<file path="src/design/cfg_irq_pkg.sv">
// constants for the configuration and interrupt-mask block
package cfg_irq_pkg;
    localparam logic [7:0] ADDR_DEVICE_CONFIGURATION    = 8'h06;
    localparam logic [7:0] ADDR_INTERRUPT_EVENT_ENABLE  = 8'h07;
    localparam logic [7:0] RST_DEVICE_CONFIGURATION     = 8'h00;
    localparam logic [7:0] RST_INTERRUPT_EVENT_ENABLE   = 8'h20;
    // configuration fields
    localparam int CFG_SUPPLY_AUTOCLEAR = 7;
    localparam int CFG_SUPPLY_ROUTE     = 6;
    localparam int CFG_OPEN_DISABLE     = 5;
    localparam int CFG_DOT_CORR         = 4;
    localparam int CFG_SHARED_ADDR      = 3;
    localparam int CFG_LAYOUT_HI        = 2;
    localparam int CFG_LAYOUT_LO        = 0;
    localparam logic [2:0] LAYOUT_INVALID = 3'h0;
    localparam logic [2:0] LAYOUT_MAX     = 3'h6;
    localparam logic [6:0] SHARED_I2C_ADDR = 7'h3f;
    // event / mask bit positions
    localparam int EV_FRAME     = 7;
    localparam int EV_WATCHDOG  = 6;
    localparam int EV_POR       = 5;
    localparam int EV_OVERTEMP  = 4;
    localparam int EV_SUPPLY    = 3;
    localparam int EV_OPEN      = 2;
    localparam int EV_SHORT     = 1;
    localparam int EV_MOVIE_FIN = 0;
    localparam int NUM_EVENTS   = 8;
endpackage

</file>
<file path="src/design/led_driver_config_irq_mask.sv">
// configuration register and interrupt event mask of the led matrix driver
module led_driver_config_irq_mask
(
    input  wire logic       clock,
    input  wire logic       reset_n,
    input  wire logic       reg_wr,
    input  wire logic [7:0] reg_addr,
    input  wire logic [7:0] reg_wdata,
    output logic      [7:0] reg_rdata,
    input  wire logic       led_data_wr,
    input  wire logic       supply_low_det,
    input  wire logic       display_end,
    input  wire logic       frame_hit,
    input  wire logic       watchdog_fire,
    input  wire logic       por_active,
    input  wire logic       overtemp,
    input  wire logic       open_err,
    input  wire logic       short_err,
    input  wire logic       movie_fin,
    input  wire logic [6:0] i2c_match_addr,
    output logic            shared_addr_hit,
    output logic            open_led_disable,
    output logic            dot_corr_en,
    output logic      [2:0] ram_layout,
    output logic            layout_valid,
    output logic            locked,
    output logic            supply_low_flag,
    output logic      [7:0] event_status,
    output logic            irq
);
    import cfg_irq_pkg::*;

    logic [7:0] cfg_ff;
    logic [7:0] nxt_cfg;
    logic [7:0] mask_ff;
    logic       lock_ff;
    logic       nxt_lock;
    logic       supply_ff;
    logic       nxt_supply;
    logic [7:0] status_ff;
    logic       irq_ff;
    logic       nxt_irq;
    logic       hit_ff;
    logic       nxt_hit;
    logic       valid_ff;
    logic       nxt_valid;
    logic [7:0] rdata_ff;
    logic [7:0] nxt_rdata;
    logic       cfg_wr;
    logic       mask_wr;
    logic [7:0] ev;
    logic [7:0] ev_masked;

    // ==========================================================
    // register write decode
    always_comb
    begin
        cfg_wr  = reg_wr && (reg_addr == ADDR_DEVICE_CONFIGURATION);
        mask_wr = reg_wr && (reg_addr == ADDR_INTERRUPT_EVENT_ENABLE);
    end

    // ==========================================================
    // configuration register
    always_comb
    begin
        nxt_cfg = cfg_ff;
        if (cfg_wr)
        begin
            nxt_cfg[CFG_SUPPLY_AUTOCLEAR] = reg_wdata[CFG_SUPPLY_AUTOCLEAR];
            nxt_cfg[CFG_SUPPLY_ROUTE]     = reg_wdata[CFG_SUPPLY_ROUTE];
            nxt_cfg[CFG_OPEN_DISABLE]     = reg_wdata[CFG_OPEN_DISABLE];
            nxt_cfg[CFG_SHARED_ADDR]      = reg_wdata[CFG_SHARED_ADDR];
            if (!lock_ff)
            begin
                nxt_cfg[CFG_DOT_CORR]                = reg_wdata[CFG_DOT_CORR];
                nxt_cfg[CFG_LAYOUT_HI:CFG_LAYOUT_LO] = reg_wdata[CFG_LAYOUT_HI:CFG_LAYOUT_LO];
            end
        end
    end

    always_ff @(posedge clock)
    begin
        if (!reset_n)
        begin
            cfg_ff <= RST_DEVICE_CONFIGURATION;
        end
        else
        begin
            cfg_ff <= nxt_cfg;
        end
    end

    // layout decode registered so the valid pin comes from a flop
    always_comb
    begin
        nxt_valid = (nxt_cfg[CFG_LAYOUT_HI:CFG_LAYOUT_LO] != LAYOUT_INVALID) &&
                    (nxt_cfg[CFG_LAYOUT_HI:CFG_LAYOUT_LO] <= LAYOUT_MAX);
    end

    always_ff @(posedge clock)
    begin
        if (!reset_n)
        begin
            valid_ff <= 1'b0;
        end
        else
        begin
            valid_ff <= nxt_valid;
        end
    end

    // ==========================================================
    // write lock, released only by reset
    always_comb
    begin
        nxt_lock = lock_ff;
        if (led_data_wr)
        begin
            nxt_lock = 1'b1;
        end
    end

    always_ff @(posedge clock)
    begin
        if (!reset_n)
        begin
            lock_ff <= 1'b0;
        end
        else
        begin
            lock_ff <= nxt_lock;
        end
    end

    // ==========================================================
    // interrupt mask register
    always_ff @(posedge clock)
    begin
        if (!reset_n)
        begin
            mask_ff <= RST_INTERRUPT_EVENT_ENABLE;
        end
        else if (mask_wr)
        begin
            mask_ff <= reg_wdata;
        end
    end

    // ==========================================================
    // supply-low flag: detection wins over autoclear
    always_comb
    begin
        nxt_supply = supply_ff;
        if (display_end && cfg_ff[CFG_SUPPLY_AUTOCLEAR])
        begin
            nxt_supply = 1'b0;
        end
        if (supply_low_det)
        begin
            nxt_supply = 1'b1;
        end
    end

    always_ff @(posedge clock)
    begin
        if (!reset_n)
        begin
            supply_ff <= 1'b0;
        end
        else
        begin
            supply_ff <= nxt_supply;
        end
    end

    // ==========================================================
    // event vector, status and irq pin
    always_comb
    begin
        ev               = '0;
        ev[EV_FRAME]     = frame_hit;
        ev[EV_WATCHDOG]  = watchdog_fire;
        ev[EV_POR]       = por_active;
        ev[EV_OVERTEMP]  = overtemp;
        ev[EV_SUPPLY]    = supply_ff;
        ev[EV_OPEN]      = open_err;
        ev[EV_SHORT]     = short_err;
        ev[EV_MOVIE_FIN] = movie_fin;
    end

    always_ff @(posedge clock)
    begin
        if (!reset_n)
        begin
            status_ff <= '0;
        end
        else
        begin
            status_ff <= ev;
        end
    end

    for (genvar idx = 0; idx < NUM_EVENTS; idx++)
    begin : g_event_gate
        assign ev_masked[idx] = ev[idx] & mask_ff[idx];
    end

    always_comb
    begin
        if (cfg_ff[CFG_SUPPLY_ROUTE])
        begin
            nxt_irq = supply_ff;
        end
        else
        begin
            nxt_irq = |ev_masked;
        end
    end

    always_ff @(posedge clock)
    begin
        if (!reset_n)
        begin
            irq_ff <= 1'b0;
        end
        else
        begin
            irq_ff <= nxt_irq;
        end
    end

    // ==========================================================
    // shared i2c address match
    always_comb
    begin
        nxt_hit = cfg_ff[CFG_SHARED_ADDR] && (i2c_match_addr == SHARED_I2C_ADDR);
    end

    always_ff @(posedge clock)
    begin
        if (!reset_n)
        begin
            hit_ff <= 1'b0;
        end
        else
        begin
            hit_ff <= nxt_hit;
        end
    end

    // ==========================================================
    // register read port
    always_comb
    begin
        nxt_rdata = '0;
        if (reg_addr == ADDR_DEVICE_CONFIGURATION)
        begin
            nxt_rdata = cfg_ff;
        end
        else if (reg_addr == ADDR_INTERRUPT_EVENT_ENABLE)
        begin
            nxt_rdata = mask_ff;
        end
    end

    always_ff @(posedge clock)
    begin
        if (!reset_n)
        begin
            rdata_ff <= '0;
        end
        else
        begin
            rdata_ff <= nxt_rdata;
        end
    end

    // ==========================================================
    // output pins
    assign reg_rdata        = rdata_ff;
    assign shared_addr_hit  = hit_ff;
    assign open_led_disable = cfg_ff[CFG_OPEN_DISABLE];
    assign dot_corr_en      = cfg_ff[CFG_DOT_CORR];
    assign ram_layout       = cfg_ff[CFG_LAYOUT_HI:CFG_LAYOUT_LO];
    assign layout_valid     = valid_ff;
    assign locked           = lock_ff;
    assign supply_low_flag  = supply_ff;
    assign event_status     = status_ff;
    assign irq              = irq_ff;
endmodule

</file>
<file path="config.mk">
export PLATFORM = sky130hd
export DESIGN_NAME = led_driver_config_irq_mask
export DESIGN_NICKNAME = d
export VERILOG_FILES = /design/src/design/cfg_irq_pkg.sv /design/src/design/led_driver_config_irq_mask.sv
export SDC_FILE = /design/constraint.sdc
export NUM_CORES = 1
export LEC_CHECK = 0
export BUFFER_PORTS_ARGS = -buffer_cell sky130_fd_sc_hd__buf_2
export CAP_MARGIN = 0
export CORE_MARGIN = 2
export CORE_UTILIZATION = 29
export DETAILED_ROUTE_END_ITERATION = 7
export GPL_TIMING_DRIVEN = 0
export RECOVER_POWER = 25
export SLEW_MARGIN = 20
export SYNTH_ARGS = -nofsm -noshare
export SYNTH_HDL_FRONTEND = slang
export SYNTH_SLANG_ARGS = --single-unit
</file>
<file path="constraint.sdc">
create_clock -name clock -period 2.05 [get_ports clock]
set_input_delay 0.205 -clock clock [delete_from_list [all_inputs] [get_ports clock]]
set_output_delay 0.205 -clock clock [all_outputs]
set_load 0.005 [all_outputs]
</file>
==> metrics.md <==
| Metric | Value |
|---|---|
| Commonest non-fill, non-tap cell in the layout | buf_2 |
| WP data arrival | 1590 ps |
| GP Congestion | 0.761 |
| Most area-consuming cells after synthesis | dfxtp_1 (52%), mux2i_1 (12%), nand3_1 (7.8%) |
| Critical Setup Path Class | input pin to flop |
| GRT Resource Usage Total | 12.8% |
| Post-Syn Instances | 149 |
| Register area | 741 um2 |
| Setup TNS | 0 ps |
| Placed Instances | 276 |
| Final Hold Viols | 0 |
| Status | finished clean |
| Slew Limit Fails | 0 |
| Area Growth Syn to Fin | 35.5% |
| Final Critical Period | 1410 ps |
| Setup Buffers After CTS | 0 |
| Std cell rows | 25 |
| Initial drt markers | 84 |
| CP bufs+invs | 2 |
| Final Setup Violations | 0 |
| Fin Clk Skew | 4.85 ps |
| CTS resizes | 0 |
| Initial core utilization | 30.0% |
| Largest net degree at the start of global routing | 13 |
| Seq/Total Area, Yosys | 52.3% |
| Tightest Hold Check Type | input pin to flop |
| GR Overflow Total | 0 |
| Synthesized net count | 185 |
| Core area | 4720 um2 |
| Final period util | 69.0% |
| Yosys Warn Count | 0 |
| Reg2reg start | mask_ff[6]$_SDFFE_PN0P_ |
| Die width | 73.9 um |
| Vias in the first global route | 1,142 |
| Leakage | 0.955 nW |
| Yosys top cell by area | dfxtp_1 |
| Synthesized cell area | 1420 um2 |
| Number of synthesized register bits | 37 |
| Die height | 73.9 um |
| First-pass GRT wire length | 5200 um |
| Final WL | 3410 um |
| CTS HTree Levels | 2 |
| Max incr delay on CP | 450 ps |
| Max Freq | 707 MHz |
| Remaining antenna violation count after routing | 0 |
| Design Power | 1.50 mW |
| RSZ-0062 raised after global routing | false |
| Wire length per cell | 12.0 um |
| Initial antenna violation count | 0 |
| I/O pin cnt | 62 |
| Hold Path Origin | i2c_match_addr[6] |
| CTS Sinks | 37 |
| Most frequent cells in the layout | buf_2 (60), dfxtp_1 (37), nand2_1 (24) |
| TritonCTS clock tree | done |
| Slowest CP cell | clkbuf_1 |
| Die area | 5460 um2 |
| Fill cell count | 476 |
| CTS Root Cell | clkbuf_8 |
| CP delay by family, top | simple AND/OR/NAND/NOR gates |
| Via-to-Cell Ratio | 4.45 |
| Ant. Diodes | 0 |
| Final nets | 252 |
| Non-Filler Instances | 284 |
| Detailed Place HPWL | 2530 um |
| Worst Setup Start Kind | input pin |
| TritonCTS buffer count | 5 |
| Cell area power density | 781 nW/um2 |
| Clock transition at path regs | 70 ps |
| Longest Clk Path Bufs | 2 |
| Syn_area_per_cell | 9.51 um2 |
| Max-cap violation count | 0 |
| Layout cells sized above 1 | 34.1% |
| Synth cell types | 25 |
| Slew of the pin with the lowest slew margin | 596 ps |
| Worst Path Required | 2220 ps |
| Slew headroom | 60.0% |
| Via count | 1,265 |
| Buffers added on ports | 60 |
| Hold WS | 70.7 ps |
| CP cell instances | buf_2 > nor4bb_1 > clkbuf_1 > nand3_1 > mux2i_1 |
| Peak VDD IR | 0.462 mV |
| First-pass DRT Iterations | 4 |
| # DRC | 0 |
| Area of the multi-input gates | 619 um2 |
| Worst-path fanout max | 10 |
| Critical Path Start | reg_addr[0] |
| CP endpoint kind | flop |
| Clock latency on the worst-skew pair | 290 ps |
| Top cell type's share of synthesized area | 52.3% |
| Post-CTS Hold Buffers | 0 |
[final timing paths]
check / end / slack (ps) / depth (start not counted)
max reg2reg: irq$_SDFF_PN0_ / 1000 / 3
max: cfg_ff[6]$_SDFFE_PN0N_ / 640 / 5
min reg2reg: mask_ff[3]$_SDFFE_PN0P_ / 480 / 2
min: shared_addr_hit$_SDFF_PN0_ / 70 / 2
[power breakdown]
group	switching (mW)	internal, mW	leakage, nW
sequential	0.00397	0.731	0.301
combinational	0.0536	0.0473	0.597
clock	0.268	0.396	0.0574
[cell families after synthesis]
| group | synth area share [%] |
|---|---|
| flip-flops | 52.3 |
| AND/OR/NAND/NOR | 25.9 |
| AO/OA/AOI/OAI | 5.82 |
| buffers and inverters | 4.06 |
| multiplexers | 12.0 |
[cell usage after synthesis, drive strengths merged]
cell type / instances
nor4bb: 1
dfxtp: 37
and4b: 1
a22oi: 2
buf: 6
clkbuf: 5
a21oi: 9
a222oi: 1
mux2i: 17
nor4: 2
nand4: 1
and3: 1
o31ai: 1
nand4b: 1
nor2: 5
o21ai: 1
and2: 8
nand2: 24
or3: 2
inv: 1
nand3: 23
[worst register-to-register path, cell delays in order, from the launching register on]
cell      delay (ps)
dfxtp_1          330
a222oi_1         310
and3_1           210
o31ai_1           70
[area by class of cell]
cell class | instances | share of cell area, %
multi-input combinational | 100 | 32.2
clock inverter | 2 | 1.95
sequential | 37 | 38.6
timing repair buffer | 60 | 15.6
buffer | 11 | 2.80
clock buffer | 6 | 4.30
tap | 67 | 4.36
inverter | 1 | 0.195
[routing by layer]
metal	global-route usage, %	wire length (um)	up-vias
met2	19.6	1450	54
li1	-	-	651
met5	0	0	-
met4	5.45	54	0
met3	4.12	264	7
met1	16.6	1640	553
[sequential cells by signal, indices dropped and copies added, names as in the netlist]
| register | cells |
|---|---|
| shared_addr_hit | 1 |
| supply_low_flag | 1 |
| reg_rdata | 8 |
| mask_ff | 8 |
| cfg_ff | 8 |
| irq | 1 |
| locked | 1 |
| layout_valid | 1 |
| event_status | 8 |
[metrics by stage]
step	setup WS, ps	instance area [um2]	util, %
floorplan	770	1420	-
global placement	330	1800	38.1
detailed placement	336	1800	38.1
CTS	653	1920	40.7
global route	577	1920	40.7
finish	636	1920	40.7
Note: power is estimated with default switching activity, not from simulation.
